File: src/design/pgen_defs.vh
// Purpose: Shared constants for the pattern generator output control.
// Assumes: APB byte addresses, one 32-bit word per register.
// Notes:   Definitions only; no logic lives here.
`ifndef PGEN_DEFS_VH
`define PGEN_DEFS_VH

// ------------------------------------------------------------
// Register byte offsets
// ------------------------------------------------------------
`define OFS_OUT_CTRL  8'h00
`define OFS_ERR_CFG   8'h04
`define OFS_DATA_AMP  8'h08
`define OFS_DATA_OFS  8'h0C
`define OFS_DATA_XPT  8'h10
`define OFS_STATUS    8'h14

// ------------------------------------------------------------
// Field positions
// ------------------------------------------------------------
`define CTL_OUT_ON    0
`define CTL_ERR_EN    1
`define CTL_POL_NEG   2
`define CTL_OPTIC     3
`define CTL_SRC_LO    4
`define CTL_SRC_HI    5
`define CTL_DIV64     6
`define ECF_SINGLE    0
`define ECF_RATE_LO   4
`define ECF_RATE_HI   7

// ------------------------------------------------------------
// Clock source codes
// ------------------------------------------------------------
`define SRC_INTERNAL  2'h0
`define SRC_REF       2'h1
`define SRC_EXT       2'h2

// ------------------------------------------------------------
// Reset values and legal ranges (codes in 0.01 units)
// ------------------------------------------------------------
`define AMP_RESET     8'h64
`define AMP_MIN       8'h32
`define AMP_MAX       8'hC8
`define OFS_RESET     10'h000
`define OFS_MIN       10'h338
`define OFS_MAX       10'h12C
`define XPT_RESET     7'h32
`define XPT_MIN       7'h1E
`define XPT_MAX       7'h46
`define RATE_MAX      4'h9

// ------------------------------------------------------------
// Error period in 8-bit words, 1.0E-3 down to 1.0E-12
// ------------------------------------------------------------
`define PER_E3        40'h00_0000_007D
`define PER_E4        40'h00_0000_04E2
`define PER_E5        40'h00_0000_30D4
`define PER_E6        40'h00_0001_E848
`define PER_E7        40'h00_0013_12D0
`define PER_E8        40'h00_00BE_BC20
`define PER_E9        40'h00_0773_5940
`define PER_E10       40'h00_4A81_7C80
`define PER_E11       40'h02_E90E_DD00
`define PER_E12       40'h1D_1A94_A200

`endif

File: src/design/stream_fifo.v
// Purpose: Small word FIFO with valid/ready on both sides.
// Assumes: One clock, synchronous active-high reset.
// Notes:   Read data come from a register stage after the memory.
`timescale 1ns/1ps
module stream_fifo #(
  parameter WIDTH = 8,
  parameter DEPTH = 8,
  parameter AW = 3
) (
  input wire clk_i,              // system clock
  input wire rst_i,              // synchronous reset
  input wire in_valid_i,         // write word offered
  input wire [WIDTH-1:0] in_data_i, // write word
  output wire in_ready_o,        // memory not full
  output wire out_valid_o,       // read word held
  output wire [WIDTH-1:0] out_data_o, // read word, registered
  input wire out_ready_i         // reader takes the word
);
  reg [WIDTH-1:0] mem_q [0:DEPTH-1];
  reg [AW-1:0] wr_ptr_q;
  reg [AW-1:0] rd_ptr_q;
  reg [AW:0] count_q;
  reg out_valid_q;
  reg [WIDTH-1:0] out_data_q;
  wire full;
  wire push;
  wire pop;

  assign full = (count_q == DEPTH[AW:0]);
  assign in_ready_o = !full;
  assign push = in_valid_i && !full;
  // Refill the output register whenever it is free or being taken.
  assign pop = (count_q != {(AW+1){1'b0}}) &&
               (!out_valid_q || out_ready_i);
  assign out_valid_o = out_valid_q;
  assign out_data_o = out_data_q;

  always @(posedge clk_i) begin
    if (push) begin
      mem_q[wr_ptr_q] <= in_data_i;
    end
  end

  always @(posedge clk_i) begin
    if (rst_i) begin
      wr_ptr_q <= {AW{1'b0}};
      rd_ptr_q <= {AW{1'b0}};
      count_q <= {(AW+1){1'b0}};
      out_valid_q <= 1'b0;
      out_data_q <= {WIDTH{1'b0}};
    end else begin
      if (push) begin
        wr_ptr_q <= wr_ptr_q + 1'b1;
      end
      if (pop) begin
        rd_ptr_q <= rd_ptr_q + 1'b1;
        out_data_q <= mem_q[rd_ptr_q];
        out_valid_q <= 1'b1;
      end else if (out_ready_i) begin
        out_valid_q <= 1'b0;
      end
      if (push && !pop) begin
        count_q <= count_q + 1'b1;
      end else if (pop && !push) begin
        count_q <= count_q - 1'b1;
      end
    end
  end
endmodule // stream_fifo

File: src/design/pattern_gen_output_error_ctl.v
// Purpose: Output switching, error insertion, clock source and path
//          selection for the pattern generator transmit side.
// Assumes: APB slave on clk_i, zero wait states; 8-bit words per beat.
// Notes:   Bit 0 of a word is the bit that carries an inserted error.
`timescale 1ns/1ps
`include "pgen_defs.vh"
module pattern_gen_output_error_ctl (
  input wire clk_i,              // 20 MHz system clock
  input wire rst_i,              // synchronous reset, active high
  input wire psel_i,             // APB select
  input wire penable_i,          // APB access phase
  input wire pwrite_i,           // APB write
  input wire [7:0] paddr_i,      // APB byte address
  input wire [31:0] pwdata_i,    // APB write data
  output wire [31:0] prdata_o,   // APB read data
  output wire pready_o,          // APB ready, always high
  output wire pslverr_o,         // APB error on unmapped address
  input wire pat_valid_i,        // pattern word offered
  input wire [7:0] pat_data_i,   // pattern word
  output wire pat_ready_o,       // FIFO can take a word
  output wire line_valid_o,      // output word valid
  input wire line_ready_i,       // serializer takes output word
  output wire [7:0] data_true_o, // non-invert data output
  output wire [7:0] data_comp_o, // invert data output
  output wire [7:0] mod_data_o,  // data for optical modulator
  output wire clk_true_o,        // non-invert clock output
  output wire clk_comp_o,        // invert clock output
  output wire [1:0] clk_src_o,   // selected bit clock source
  output wire ref_div64_o,       // reference ratio, 1 = 1/64
  output wire path_optic_o,      // optical output path selected
  output wire [7:0] amp_code_o,  // data amplitude code
  output wire [9:0] ofs_code_o,  // data offset code, signed
  output wire [6:0] xpt_code_o   // data cross point code
);

  // ----------------------------------------------------------
  // Declarations
  // ----------------------------------------------------------
  reg out_on_q;
  reg err_en_q;
  reg pol_neg_q;
  reg optic_q;
  reg [1:0] src_q;
  reg div64_q;
  reg single_q;
  reg [3:0] rate_q;
  reg [7:0] amp_q;
  reg [9:0] ofs_q;
  reg [6:0] xpt_q;
  reg [31:0] prdata_q;
  reg [39:0] rate_cnt_q;
  reg [15:0] inj_cnt_q;
  reg line_valid_q;
  reg [7:0] word_q;
  reg [7:0] data_true_q;
  reg [7:0] data_comp_q;
  reg [7:0] mod_data_q;
  reg clk_tog_q;
  reg clk_true_q;
  reg clk_comp_q;
  reg [39:0] period;
  reg [31:0] rd_mux;
  reg addr_ok;
  wire fifo_valid;
  wire [7:0] fifo_data;
  wire fifo_ready;
  wire take;
  wire rate_hit;
  wire inject;
  wire wr_en;
  wire setup;
  wire [7:0] err_mask;
  wire [7:0] fresh;
  wire [7:0] word_d;
  wire [1:0] src_w;
  wire [3:0] rate_w;
  wire [9:0] ofs_w;

  // ----------------------------------------------------------
  // Pattern FIFO
  // ----------------------------------------------------------
  stream_fifo #(
    .WIDTH(8),
    .DEPTH(8),
    .AW(3)
  ) u_fifo (
    .clk_i(clk_i),
    .rst_i(rst_i),
    .in_valid_i(pat_valid_i),
    .in_data_i(pat_data_i),
    .in_ready_o(pat_ready_o),
    .out_valid_o(fifo_valid),
    .out_data_o(fifo_data),
    .out_ready_i(fifo_ready)
  );

  // ----------------------------------------------------------
  // APB slave
  // ----------------------------------------------------------
  assign setup = psel_i && !penable_i;
  assign wr_en = psel_i && penable_i && pwrite_i && addr_ok;
  assign pready_o = 1'b1;
  assign pslverr_o = psel_i && penable_i && !addr_ok;
  assign prdata_o = prdata_q;
  assign src_w = pwdata_i[`CTL_SRC_HI:`CTL_SRC_LO];
  assign rate_w = pwdata_i[`ECF_RATE_HI:`ECF_RATE_LO];
  assign ofs_w = pwdata_i[9:0];

  always @* begin
    addr_ok = 1'b1;
    rd_mux = 32'h0000_0000;
    case (paddr_i)
      `OFS_OUT_CTRL: begin
        rd_mux[`CTL_OUT_ON] = out_on_q;
        rd_mux[`CTL_ERR_EN] = err_en_q;
        rd_mux[`CTL_POL_NEG] = pol_neg_q;
        rd_mux[`CTL_OPTIC] = optic_q;
        rd_mux[`CTL_SRC_HI:`CTL_SRC_LO] = src_q;
        rd_mux[`CTL_DIV64] = div64_q;
      end
      `OFS_ERR_CFG: begin
        rd_mux[`ECF_SINGLE] = single_q;
        rd_mux[`ECF_RATE_HI:`ECF_RATE_LO] = rate_q;
      end
      `OFS_DATA_AMP: rd_mux[7:0] = amp_q;
      `OFS_DATA_OFS: rd_mux[9:0] = ofs_q;
      `OFS_DATA_XPT: rd_mux[6:0] = xpt_q;
      `OFS_STATUS: begin
        rd_mux[0] = err_en_q;
        rd_mux[1] = line_valid_q;
        rd_mux[2] = !pat_ready_o;
        rd_mux[3] = fifo_valid;
        rd_mux[31:16] = inj_cnt_q;
      end
      default: addr_ok = 1'b0;
    endcase
  end

  // Read data are caught in the setup cycle so that a zero-wait
  // access phase still presents them from a flip-flop.
  always @(posedge clk_i) begin
    if (rst_i) begin
      prdata_q <= 32'h0000_0000;
    end else if (setup) begin
      prdata_q <= rd_mux;
    end
  end

  // ----------------------------------------------------------
  // Control registers
  // ----------------------------------------------------------
  always @(posedge clk_i) begin
    if (rst_i) begin
      out_on_q <= 1'b0;
      err_en_q <= 1'b0;
      pol_neg_q <= 1'b0;
      optic_q <= 1'b0;
      src_q <= `SRC_INTERNAL;
      div64_q <= 1'b0;
      single_q <= 1'b1;
      rate_q <= 4'h0;
    end else begin
      if (wr_en && paddr_i == `OFS_OUT_CTRL) begin
        out_on_q <= pwdata_i[`CTL_OUT_ON];
        // A software write wins over the self-clear in the same cycle.
        err_en_q <= pwdata_i[`CTL_ERR_EN];
        pol_neg_q <= pwdata_i[`CTL_POL_NEG];
        optic_q <= pwdata_i[`CTL_OPTIC];
        if (src_w != 2'h3) begin
          src_q <= src_w;
        end
        if (src_w == `SRC_REF) begin
          div64_q <= pwdata_i[`CTL_DIV64];
        end
      end else if (inject && single_q) begin
        err_en_q <= 1'b0;
      end
      if (wr_en && paddr_i == `OFS_ERR_CFG) begin
        single_q <= pwdata_i[`ECF_SINGLE];
        if (rate_w <= `RATE_MAX) begin
          rate_q <= rate_w;
        end
      end
    end
  end

  // ----------------------------------------------------------
  // Analog setting codes
  // ----------------------------------------------------------
  // Out-of-range codes are dropped rather than clamped, so the
  // previous legal setting stays in force.
  always @(posedge clk_i) begin
    if (rst_i) begin
      amp_q <= `AMP_RESET;
      ofs_q <= `OFS_RESET;
      xpt_q <= `XPT_RESET;
    end else if (wr_en && !optic_q) begin
      if (paddr_i == `OFS_DATA_AMP && pwdata_i[7:0] >= `AMP_MIN &&
          pwdata_i[7:0] <= `AMP_MAX) begin
        amp_q <= pwdata_i[7:0];
      end
      if (paddr_i == `OFS_DATA_OFS &&
          $signed(ofs_w) >= $signed(`OFS_MIN) &&
          $signed(ofs_w) <= $signed(`OFS_MAX)) begin
        ofs_q <= ofs_w;
      end
      if (paddr_i == `OFS_DATA_XPT && pwdata_i[6:0] >= `XPT_MIN &&
          pwdata_i[6:0] <= `XPT_MAX) begin
        xpt_q <= pwdata_i[6:0];
      end
    end
  end

  // One code serves both data outputs of the pair.
  assign amp_code_o = amp_q;
  assign ofs_code_o = ofs_q;
  assign xpt_code_o = xpt_q;
  assign clk_src_o = src_q;
  assign ref_div64_o = div64_q;
  assign path_optic_o = optic_q;

  // ----------------------------------------------------------
  // Error insertion
  // ----------------------------------------------------------
  always @* begin
    case (rate_q)
      4'h0: period = `PER_E3;
      4'h1: period = `PER_E4;
      4'h2: period = `PER_E5;
      4'h3: period = `PER_E6;
      4'h4: period = `PER_E7;
      4'h5: period = `PER_E8;
      4'h6: period = `PER_E9;
      4'h7: period = `PER_E10;
      4'h8: period = `PER_E11;
      default: period = `PER_E12;
    endcase
  end

  assign fifo_ready = !line_valid_q || line_ready_i;
  assign take = fifo_valid && fifo_ready;
  assign rate_hit = (rate_cnt_q == period - 40'h00_0000_0001);
  assign inject = take && err_en_q && (single_q || rate_hit);

  // Rate counter counts words; each word is 8 bits, so the period
  // table already holds bit spacing divided by 8.
  always @(posedge clk_i) begin
    if (rst_i) begin
      rate_cnt_q <= 40'h00_0000_0000;
      inj_cnt_q <= 16'h0000;
    end else begin
      if (!err_en_q || single_q) begin
        rate_cnt_q <= 40'h00_0000_0000;
      end else if (take) begin
        if (rate_hit) begin
          rate_cnt_q <= 40'h00_0000_0000;
        end else begin
          rate_cnt_q <= rate_cnt_q + 40'h00_0000_0001;
        end
      end
      if (inject) begin
        inj_cnt_q <= inj_cnt_q + 16'h0001;
      end
    end
  end

  // ----------------------------------------------------------
  // Polarity and error per bit
  // ----------------------------------------------------------
  assign err_mask = inject ? 8'h01 : 8'h00;

  genvar b;
  generate
    for (b = 0; b < 8; b = b + 1) begin : g_bit
      // The flip follows polarity so only the chosen bit changes.
      assign fresh[b] = fifo_data[b] ^ pol_neg_q ^ err_mask[b];
    end
  endgenerate

  assign word_d = take ? fresh : word_q;

  // ----------------------------------------------------------
  // Output stage
  // ----------------------------------------------------------
  // Every data and clock output pin is loaded from the same switch on the same
  // edge, so an on/off change can never skew data against clock.
  always @(posedge clk_i) begin
    if (rst_i) begin
      line_valid_q <= 1'b0;
      word_q <= 8'h00;
      data_true_q <= 8'h00;
      data_comp_q <= 8'h00;
      mod_data_q <= 8'h00;
      clk_tog_q <= 1'b0;
      clk_true_q <= 1'b0;
      clk_comp_q <= 1'b0;
    end else begin
      if (take) begin
        line_valid_q <= 1'b1;
      end else if (line_ready_i) begin
        line_valid_q <= 1'b0;
      end
      word_q <= word_d;
      clk_tog_q <= !clk_tog_q;
      if (out_on_q) begin
        clk_true_q <= clk_tog_q;
        clk_comp_q <= !clk_tog_q;
        mod_data_q <= word_d;
        if (optic_q) begin
          data_true_q <= 8'h00;
          data_comp_q <= 8'h00;
        end else begin
          data_true_q <= word_d;
          data_comp_q <= ~word_d;
        end
      end else begin
        clk_true_q <= 1'b0;
        clk_comp_q <= 1'b0;
        mod_data_q <= 8'h00;
        data_true_q <= 8'h00;
        data_comp_q <= 8'h00;
      end
    end
  end

  assign line_valid_o = line_valid_q;
  assign data_true_o = data_true_q;
  assign data_comp_o = data_comp_q;
  assign mod_data_o = mod_data_q;
  assign clk_true_o = clk_true_q;
  assign clk_comp_o = clk_comp_q;

endmodule // pattern_gen_output_error_ctl

File: config.mk
export PLATFORM = sky130hd
export DESIGN_NAME = pattern_gen_output_error_ctl
export DESIGN_NICKNAME = d
export VERILOG_FILES = /design/src/design/stream_fifo.v /design/src/design/pattern_gen_output_error_ctl.v
export VERILOG_INCLUDE_DIRS = /design/src /design/src/design
export SDC_FILE = /design/constraint.sdc
export NUM_CORES = 1
export LEC_CHECK = 0
export ABC_AREA = 1
export ABC_CLOCK_PERIOD_IN_PS = 2800
export BUFFER_PORTS_ARGS = -buffer_cell sky130_fd_sc_hd__buf_2
export CAP_MARGIN = 10
export CORE_MARGIN = 1
export CORE_UTILIZATION = 59
export CTS_CLUSTER_DIAMETER = 150
export DETAILED_ROUTE_END_ITERATION = 10
export PLACE_DENSITY_LB_ADDON = 0.1
export SETUP_SLACK_MARGIN = 0.15
export SLEW_MARGIN = 20
export SYNTH_ARGS = -nofsm -noshare
export SYNTH_HDL_FRONTEND = slang
export SYNTH_SLANG_ARGS = --single-unit
File: constraint.sdc
create_clock -name clk_i -period 2.8 [get_ports clk_i]
set_input_delay 0.28 -clock clk_i [delete_from_list [all_inputs] [get_ports clk_i]]
set_output_delay 0.28 -clock clk_i [all_outputs]
set_load 0.005 [all_outputs]
==> metrics.yaml, run 1 <==
global_route:
  grt_pass1_vias: 10400
  grt.total_usage: 0.290
  grt_first_pass_wirelength_um: 51400
  grt_max_degree: 50
  gr-total-overflow: 0
  antenna_found_initial: 0
setup_path:
  r2r_cells: 16
  start_kind: "flip-flop"
  end_kind: "flip-flop"
  r2r_slack_ns: 0.32
  crit_required_ns: 3.22
  cp.arrival_ns: 2.91
  worstSetupStartpoint: "period[0]"
  crit_fanout: 18
  r2r-start: "period[0]"
  endpoint: "rate_cnt_q[29]"
  r2r-end: "rate_cnt_q[29]"
  critical_path_class: "flip-flop to flip-flop"
clock_network:
  clkTransAtPathRegs_ns: 0.07
  cts_max_level: 1
  cts_root_buf: "clkbuf_16"
  clock_latency_ns: 0.54
  clock_sinks: 267
  numCtsBuffers: 28
  clk_path_buf_depth: 3
  cts_tree: "done"
synth:
  synth_adder_area_share: 0.0143
  syn_area_per_cell_um2: 7.92
  syn_inst: 1615
  synth_edf_count: 64
  yosysUniqueCellTypes: 56
  yosys_warnings: 0
  synth_ff_type: "dfxtp_1"
  ys_ff_latch: 267
  synth_mux_area_frac: 0.00626
  seq_area_frac_synth: 0.468
  synth_area_um2: 12800
  yosys.area_share.xor_xnor: 0.0617
  synth_async_sr_flop_share: 0
  synth_top_family_by_area: "simple AND/OR/NAND/NOR gates"
  synth-compound-area-share: 0.115
  synth-simple-area-share: 0.260
placed_design:
  io_buffers: 116
  place.gp.congestion: 0.997
  hpwl_um: 23200
floorplanning:
  core_um2: 21200
  initial_core_util: 0.604
  dieHeight_um: 149
  fp-row-count: 53
  ios: 146
  die_area_um2: 22300
  die_w_um: 149
route:
  antenna_left: 0
  first_pass_iters: 5
  drt_iter0_markers: 602
  vias: 11100
  drt-wirelength-per-cell_um: 15.5
  vias_per_cell: 5.40
  drc: 0
  drt-total-wl_um: 31800
status:
  status: "finished clean"
sta:
  layout_min_cycle_time_ns: 2.48
  hold_viol_final: 0
  clock_skew_ns: 0.0235
  slew_violations: 0
  fmaxAchievable_ghz: 0.403
  hold_slack_ns: 0.0193
  slew_headroom: 0.505
  worst_pin_slew_ns: 0.737
  fin_tns_setup_ns: 0
  rsz0062_at_grt: "yes"
  setup_violations: 0
  finalCritPeriodShare: 0.886
job:
  drv_cap: 0
layout:
  final_util: 0.700
  area_growth_pct: 15.9
  antenna_cells: 0
  drive_gt1_frac: 0.161
  fin_nets: 1821
pwr:
  vdd_drop_max_uv: 572
  p_leak_nw: 6.41
  powerDensity_nw_per_um2: 640
min_path:
  min_path_type: "input port to flip-flop"
-- report_power, final --
part           switching, mW  internal [mW]  total (mW)
clock                   1.56           2.16        3.72
sequential             0.129           4.17        4.30
combinational          0.948          0.519        1.47
-- per-layer routing --
layer,vias up,global-route usage,part of all wire
met5,-,0,0
met3,74,0.0352,0.048
met4,0,0.107,0.038
met2,305,0.512,0.49
li1,5573,-,-
met1,5109,0.361,0.42
-- cells by family after synthesis --
group / count (synthesis)
XOR/XNOR: 90
adder cells (fa/ha/maj): 14
buffers and inverters: 231
other: 2
flip-flops: 267
AND/OR/NAND/NOR: 749
multiplexers: 8
AO/OA/AOI/OAI: 254
-- critical path, cell delays in order (launching register included) --
cell and delay [ns]:
dfxtp_1 0.33, inv_2 0.10, ha_4 0.17, nand2_4 0.10, nor2_2 0.17, nand2_1 0.14, nor2_1 0.12, nand2_1 0.05
nand2_1 0.07, nand2_1 0.07, nor3_1 0.16, nand3_1 0.15, nor2_2 0.18, nand4_1 0.14, nand2_1 0.13, buf_6 0.20
nor2_1 0.07
-- per-stage QoR --
stage                     setup WS, ns  std cells  total power, mW  instance area (um2)
after floorplan                  0.398       1620             5.38                12800
after global placement           0.207       1988             5.75                13700
after detailed placement         0.150       1988             5.79                13700
after CTS                        0.171       2047             9.49                14700
after global routing             0.104       2049             9.89                14800
final                            0.318       2049             9.48                14800
-- final cells by class --
cell class / count / area [um2]
clock buffer: 38 / 779
fill: 1780 / 6340
sequential: 267 / 5990
tap: 275 / 344
multi-input combinational: 1122 / 5970
clock inverter: 14 / 164
timing repair buffer: 156 / 905
inverter: 177 / 666
-- synthesized netlist by cell type, types with 10 or more instances --
| library cell | number | area, um2 |
|---|---|---|
| dfxtp_1 | 203 | 4060 |
| o211ai_1 | 16 | 120 |
| xor2_1 | 68 | 596 |
| buf_4 | 10 | 75.1 |
| nand4_1 | 20 | 125 |
| nor2_1 | 249 | 935 |
| nor3_1 | 36 | 180 |
| nand3_1 | 77 | 385 |
| ha_1 | 13 | 163 |
| xnor2_1 | 22 | 193 |
| edfxtp_1 | 64 | 1920 |
| clkbuf_1 | 32 | 120 |
| inv_1 | 161 | 604 |
| nand2_2 | 11 | 68.8 |
| a21oi_1 | 88 | 440 |
| nand2_1 | 295 | 1110 |
| nor2_2 | 14 | 87.6 |
| a211oi_1 | 10 | 75.1 |
| o21ai_0 | 93 | 465 |
-- placed cells by master, fill, tap and decap left out, types with 6 or more instances in the layout --
cell type / n
nor2_4: 9
buf_4: 32
xor2_1: 68
buf_2: 116
o211ai_1: 16
nand3_1: 75
a21oi_1: 88
nor2_2: 25
a211oi_1: 9
ha_1: 12
o21ai_0: 92
edfxtp_1: 64
dfxtp_1: 200
nor3_1: 36
nand3b_1: 7
nor4_1: 9
nand2_1: 292
nand4_1: 20
clkbuf_16: 28
mux2i_1: 8
inv_2: 11
inv_1: 159
nand2_2: 13
nor2_1: 237
xnor2_1: 22
clkinv_1: 6
conb_1: 7
o32ai_1: 8
o221ai_1: 9
-- worst min path at each step --
stage / startpoint / end / slack [ns] / cells after the start
after floorplan: pat_data_i[0] / u_fifo.mem_q[0][0] / 0.38 / 0
after global placement: clk_tog_q / clk_tog_q / 0.41 / 1
after CTS: pat_data_i[1] / u_fifo.mem_q[1][1] / 0.002 / 1
after global routing: pat_data_i[5] / u_fifo.mem_q[7][5] / 0.01 / 1
after detailed placement: clk_tog_q / clk_tog_q / 0.42 / 1
final: pat_data_i[1] / u_fifo.mem_q[1][1] / 0.02 / 1
-- state kept, by name, indices dropped and copies added (netlist names), 2 cells and up --
name / flops
inj_cnt_q: 16
xpt_code_o: 7
period: 29
data_true_o: 8
u_fifo.out_data_o: 8
u_fifo.wr_ptr_q: 3
word_q: 8
clk_src_o: 2
prdata_o: 26
u_fifo.count_q: 4
u_fifo.mem_q: 64
amp_code_o: 8
data_comp_o: 8
ofs_code_o: 10
mod_data_o: 8
u_fifo.rd_ptr_q: 3
rate_cnt_q: 40
rate_q: 4
-- what timing repair did --
action / in CTS / in global routing
pin swaps: 1 / 3
hold buffers: 5 / 0
buffers inserted: 2 / 2
hold endpoints to repair: 34 / 0
gates resized for setup: 0 / 31
endpoints found under the setup margin: 5 / 60
Power figures use the tool's default switching activity.
==> run 2, diff against run 1 <==
- CORE_ASPECT_RATIO: default -> 0.5
- CORE_UTILIZATION: 59 -> 24
==> run 2 against run 1 <==
  * The run now ends with design-rule violations left
  * Worst setup slack worse by 0.018 ns
  * Final area increased by 7.4%
  * Via count is 1.4% lower
  * Power is 2.1% higher
  * Count of clock-buffer cells in the layout up 3
==> metrics.yaml, run 2 (synthesized netlist as in run 1, its figures left out) <==
clock_network:
  clock_sinks: 267  # unchanged
  clkTransAtPathRegs_ns: 0.08  # was 0.07 ns
  clock_latency_ns: 0.58  # was 0.54 ns
  numCtsBuffers: 29  # was 28
  cts_tree: "done"  # unchanged
  cts_max_level: 1  # unchanged
  cts_root_buf: "clkbuf_16"  # unchanged
  clk_path_buf_depth: 3  # unchanged
placed_design:
  postPlaceCellArea_um2: 14300  # was 13700 um2
  place.gp.congestion: 0.837  # was 0.997
  io_buffers: 116  # unchanged
  hpwl_um: 29600  # was 23200 um
layout:
  largest_reg_flops: 64  # unchanged
  area_growth_pct: 24.4  # was 15.9%
  layout_commonest_cell: "nand2_1"  # unchanged
  drive_gt1_frac: 0.195  # was 0.161
  fin_nets: 1853  # was 1821
  fin_area_um2: 15900  # was 14800 um2
  antenna_cells: 0  # unchanged
  regMostFlops: "u_fifo.mem_q"  # unchanged
  final_cell_mix: "nand2_1, nor2_1, dfxtp_1"  # unchanged
pwr:
  p_leak_nw: 6.63  # was 6.41 nW
  powerDensity_nw_per_um2: 609  # was 640 nW/um2
  total_power_mw: 9.68  # was 9.48 mW
  vdd_drop_max_uv: 500  # was 572 uV
setup_path:
  start_kind: "flip-flop"  # unchanged
  r2r_slack_ns: 0.30  # was 0.32 ns
  r2r_cells: 16  # unchanged
  critPathMostFrequentCell: "nand2_4"  # was nand2_1
  cp.arrival_ns: 2.97  # was 2.91 ns
  r2r-start: "period[2]"  # was period[0]
  critical_path_class: "flip-flop to flip-flop"  # unchanged
  slowest_stage: "dfxtp_2"  # was dfxtp_1
  max_stage_delay_ns: 0.36  # was 0.33 ns
  r2r-end: "rate_cnt_q[5]"  # was rate_cnt_q[29]
  path_cells: "nor2_4 > nand2_2 > nor2_4 > nand2_4 > nor2_8 > inv_4 > nand2_4 > nand4_1 > nor3_2 > nand2_1 > nor2_1 > nand4_1 > buf_4 > nand2_4 > clkbuf_16 > nor2_1"  # was inv_2 > ha_4 > nand2_4 > nor2_2 > nand2_1 > nor2_1 > nand2_1 > nand2_1 > nand2_1 > nor3_1 > nand3_1 > nor2_2 > nand4_1 > nand2_1 > buf_6 > nor2_1
  crit_fanout: 8  # was 18
  crit_required_ns: 3.27  # was 3.22 ns
  end_kind: "flip-flop"  # unchanged
status:
  status: "finished with violations"  # was finished clean
  violations: "design-rule violations"
min_path:
  min_path_type: "input port to flip-flop"  # unchanged
  hold_end: "single_q"  # was u_fifo.mem_q[1][1]
  hold_start: "pwdata_i[0]"  # was pat_data_i[1]
  holdPathStages: 3  # was 1
sta:
  hold_viol_final: 0  # unchanged
  rsz0062_at_grt: "yes"  # unchanged
  slew_violations: 0  # unchanged
  fin_tns_setup_ns: 0  # unchanged
  worst_pin_slew_ns: 0.918  # was 0.737 ns
  slew_headroom: 0.383  # was 0.505
  hold_slack_ns: 0.0459  # was 0.0193 ns
  layout_min_cycle_time_ns: 2.50  # was 2.48 ns
  fmaxAchievable_ghz: 0.400  # was 0.403 GHz
  clock_skew_ns: 0.0162  # was 0.0235 ns
  setup_violations: 0  # unchanged
  finalCritPeriodShare: 0.893  # was 0.886
global_route:
  grt_max_degree: 55  # was 50
  gr-total-overflow: 0  # unchanged
  antenna_found_initial: 0  # unchanged
  grt_first_pass_wirelength_um: 61700  # was 51400 um
  grt.total_usage: 0.146  # was 0.290
  grt_pass1_vias: 10300  # was 10.4k
route:
  drc: 2  # was 0
  antenna_left: 0  # unchanged
  drt_iter0_markers: 533  # was 602
  dr.max_layer_used: "met4"  # unchanged
  drt-total-wl_um: 40600  # was 31800 um
  first_pass_iters: 8  # was 5
  met1_length_um: 20000  # was 13400 um
  dr_wl_met2_um: 18700  # was 15600 um
  vias: 10900  # was 11.1k
  vias_per_cell: 4.35  # was 5.40
  wl_met3_um: 1320  # was 1540 um
  drt-wirelength-per-cell_um: 16.2  # was 15.5 um
floorplanning:
  dieHeight_um: 165  # was 149 um
  die_w_um: 328  # was 149 um
  core_um2: 52300  # was 21200 um2
  die_area_um2: 54200  # was 22300 um2
  initial_core_util: 0.245  # was 0.604
  ios: 146  # unchanged
  fp-row-count: 59  # was 53
job:
  drv_cap: 0  # unchanged
run 2: area by class of cell:
cell class | count | area [um2]
fill | 5692 | 36400
multi-input combinational | 1123 | 6220
sequential | 267 | 6000
timing repair buffer | 185 | 1200
tap | 701 | 877
clock buffer | 41 | 783
inverter | 177 | 672
clock inverter | 13 | 140
timing repair inverter | 1 | 5.00
run 2: worst max-delay path: cells and delay by family (launching register included):
family                 cells  cell delay [ns]
AND/OR/NAND/NOR           13             1.59
buffers and inverters      3             0.42
flip-flops                 1             0.36
run 2: worst max path at each step:
stage                     slack [ns]              start                end
after floorplan                 0.40  u_fifo.count_q[0]  u_fifo.count_q[3]
after global placement          0.10          period[0]     data_true_o[0]
after detailed placement        0.11          period[0]      mod_data_o[0]
after CTS                       0.16          period[5]      mod_data_o[0]
after global routing            0.13          period[2]     rate_cnt_q[19]
final                           0.30          period[2]      rate_cnt_q[5]
run 2: what timing repair did:
action                                  4_1_cts  5_1_grt
hold buffers                                 11        1
cloned                                        0        5
gates resized for setup                       2       93
endpoints found under the setup margin       40       60
buffers inserted                              1       10
pin swaps                                     1       18
hold endpoints to repair                     67        1
run 2: per-layer routing:
layer / GRT usage / up-vias
met2: 0.242 / 112
li1: - / 5646
met1: 0.202 / 5104
met4: 0.0271 / 0
met5: 0 / -
met3: 0.0229 / 45
run 2: per-stage QoR:
stage           util  setup slack [ns]  instances
2_1_floorplan      -             0.398       1620
3_3_place_gp   0.274             0.102       2426
3_5_place_dp   0.274             0.111       2426
4_1_cts        0.294             0.159       2492
5_1_grt        0.304             0.128       2508
6_report       0.304             0.300       2508
run 2: power by group:
part	internal, mW	leakage (nW)	switching (mW)
logic	0.530	3.94	1.02
registers	4.16	2.23	0.129
clock network	2.15	0.463	1.69
total	6.85	6.63	2.84
==> run 3, diff against run 2 <==
- CORE_UTILIZATION: 24 -> 50
==> run 3 against run 2 <==
  * The run now ends clean
  * Worst hold slack got worse by 0.028 ns
  * Via count rose by 1.0%
  * Utilization rose by 30 points
  * Register-to-register slack improved by 0.06 ns
  * Largest cell class unchanged
  * Highest routed layer unchanged
==> metrics.yaml, run 3 (synthesized netlist as in run 1, its figures left out) <==
sta:
  fmaxAchievable_ghz: 0.409  # was 0.400 GHz
  rsz0062_at_grt: "no"  # was yes
  hold_viol_final: 0  # unchanged
  finalCritPeriodShare: 0.873  # was 0.893
  slew_violations: 0  # unchanged
  clock_skew_ns: 0.0150  # was 0.0162 ns
  worst_pin_slew_ns: 0.893  # was 0.918 ns
  slew_headroom: 0.404  # was 0.383
  layout_min_cycle_time_ns: 2.44  # was 2.50 ns
  fin_tns_setup_ns: 0  # unchanged
  setup_violations: 0  # unchanged
layout:
  layout_commonest_cell: "nand2_1"  # unchanged
  regMostFlops: "u_fifo.mem_q"  # unchanged
  n_fill_cell: 2264  # was 5692
  drive_gt1_frac: 0.157  # was 0.195
  largest_reg_flops: 64  # unchanged
  final_cell_mix: "nand2_1, nor2_1, dfxtp_1"  # unchanged
  final_util: 0.600  # was 0.304
  area_growth_pct: 15.0  # was 24.4%
  antenna_cells: 0  # unchanged
  multi_input_area_um2: 6010  # was 6220 um2
  fin_area_um2: 14700  # was 15900 um2
  fin_nets: 1809  # was 1853
  final_cells: 2093  # was 2508
  ff_latch_area_um2: 5990  # was 6000 um2
route:
  vias: 11000  # was 10.9k
  drt-total-wl_um: 32700  # was 40600 um
  antenna_left: 0  # unchanged
  drt_iter0_markers: 763  # was 533
  vias_per_cell: 5.26  # was 4.35
  drc: 0  # was 2
  drt-wirelength-per-cell_um: 15.6  # was 16.2 um
  first_pass_iters: 7  # was 8
floorplanning:
  fp-row-count: 40  # was 59
  die_area_um2: 26200  # was 54200 um2
  dieHeight_um: 115  # was 165 um
  die_w_um: 228  # was 328 um
  core_um2: 24500  # was 52300 um2
  ios: 146  # unchanged
  initial_core_util: 0.521  # was 0.245
placed_design:
  io_buffers: 116  # unchanged
  postPlaceCellArea_um2: 13800  # was 14300 um2
  place.gp.congestion: 0.987  # was 0.837
  hpwl_um: 24200  # was 29600 um
  dp.cells: 2045  # was 2426
setup_path:
  path_cells: "inv_2 > ha_4 > nand2_4 > nor2_1 > nand4_1 > nand3_1 > nand2_1 > nor2_1 > nand2_1 > nor2_1 > nand3_4 > nand2_4 > buf_12 > nand3_1 > a21oi_1"  # was nor2_4 > nand2_2 > nor2_4 > nand2_4 > nor2_8 > inv_4 > nand2_4 > nand4_1 > nor3_2 > nand2_1 > nor2_1 > nand4_1 > buf_4 > nand2_4 > clkbuf_16 > nor2_1
  r2r_slack_ns: 0.36  # was 0.30 ns
  max_stage_delay_ns: 0.32  # was 0.36 ns
  endpoint: "inj_cnt_q[13]"  # was rate_cnt_q[5]
  cp.buffers_inverters: 2  # was 3
  cp.arrival_ns: 2.91  # was 2.97 ns
  r2r_cells: 15  # was 16
  crit_fanout: 16  # was 8
  end_kind: "flip-flop"  # unchanged
  slowest_stage: "dfxtp_1"  # was dfxtp_2
  cp_top_family: "simple AND/OR/NAND/NOR gates"  # unchanged
  r2r-start: "period[0]"  # was period[2]
  worst-path-stages: 15  # was 16
  critical_path_class: "flip-flop to flip-flop"  # unchanged
  critPathMostFrequentCell: "nor2_1"  # was nand2_4
  start_kind: "flip-flop"  # unchanged
  crit_required_ns: 3.27  # about the same
  worstSetupStartpoint: "period[0]"  # was period[2]
  r2r-end: "inj_cnt_q[13]"  # was rate_cnt_q[5]
clock_network:
  cts_root_buf: "clkbuf_16"  # unchanged
  numCtsBuffers: 24  # was 29
  clock_sinks: 267  # unchanged
  clk_path_buf_depth: 3  # unchanged
  clkTransAtPathRegs_ns: 0.07  # was 0.08 ns
  clock_latency_ns: 0.53  # was 0.58 ns
  cts_tree: "done"  # unchanged
  cts_max_level: 1  # unchanged
job:
  drv_cap: 0  # unchanged
global_route:
  gr-total-overflow: 0  # unchanged
  grt_pass1_vias: 10100  # was 10.3k
  grt_first_pass_wirelength_um: 51900  # was 61700 um
  grt_max_degree: 60  # was 55
  antenna_found_initial: 0  # unchanged
  grt.total_usage: 0.246  # was 0.146
status:
  status: "finished clean"  # was finished with violations
pwr:
  powerDensity_nw_per_um2: 610  # was 609 nW/um2
  vdd_drop_max_uv: 556  # was 500 uV
  p_leak_nw: 6.33  # was 6.63 nW
  total_power_mw: 8.98  # was 9.68 mW
min_path:
  min_path_type: "input port to flip-flop"  # unchanged
## run 3: cell count changes in the layout (fill, tap and decap cells not counted), sizes merged
cell and delta:
buf -24, clkbuf -13, dlygate4sd3 -11, inv +2, bufinv -1, clkinv -1, clkinvlp -1, nand2 -1
## run 3: layout make-up
| class | instances | share of cell area |
|---|---|---|
| Sequential cell | 267 | 0.407 |
| Inverter | 177 | 0.0453 |
| Clock inverter | 13 | 0.00715 |
| Tap cell | 336 | 0.0286 |
| Clock buffer | 30 | 0.0451 |
| Timing Repair Buffer | 148 | 0.0577 |
| Multi-Input combinational cell | 1122 | 0.409 |
## run 3: metal layers
layer / part of all wire / up-vias / GRT usage
met1: 0.45 / 5160 / 0.324
li1: - / 5549 / -
met2: 0.48 / 264 / 0.428
met3: 0.051 / 46 / 0.0394
met4: 0.019 / 0 / 0.0550
met5: 0 / - / 0
## run 3: worst min-delay path by stage
stage	slack [ns]	to	depth (start not counted)	start
global placement	0.41	clk_tog_q	1	clk_tog_q
finish	0.02	u_fifo.mem_q[4][1]	1	pat_data_i[1]
floorplan	0.38	u_fifo.mem_q[0][0]	0	pat_data_i[0]
CTS	0.009	u_fifo.mem_q[2][2]	1	pat_data_i[2]
detailed placement	0.41	clk_tog_q	1	clk_tog_q
global route	0.02	u_fifo.mem_q[5][1]	1	pat_data_i[1]
## run 3: power by group
group	internal, mW	leakage, nW	switching, mW
sequential	4.16	2.23	0.169
combinational	0.511	3.71	0.917
clock	1.78	0.392	1.44
total	6.45	6.33	2.52
## run 3: per-stage QoR
step	setup WS, ns	hold slack, ns
2_1_floorplan	0.398	0.379
3_3_place_gp	0.142	0.409
3_5_place_dp	0.0892	0.415
4_1_cts	0.190	0.00920
5_1_grt	0.135	0.0227
6_report	0.356	0.0182
## run 3: what timing repair did
item | in CTS | in global routing
buffers inserted | 0 | 4
hold buffers | 1 | 0
endpoints found under the setup margin | 20 | 60
pin swaps | 0 | 4
hold endpoints to repair | 8 | 0
resized for setup | 2 | 33
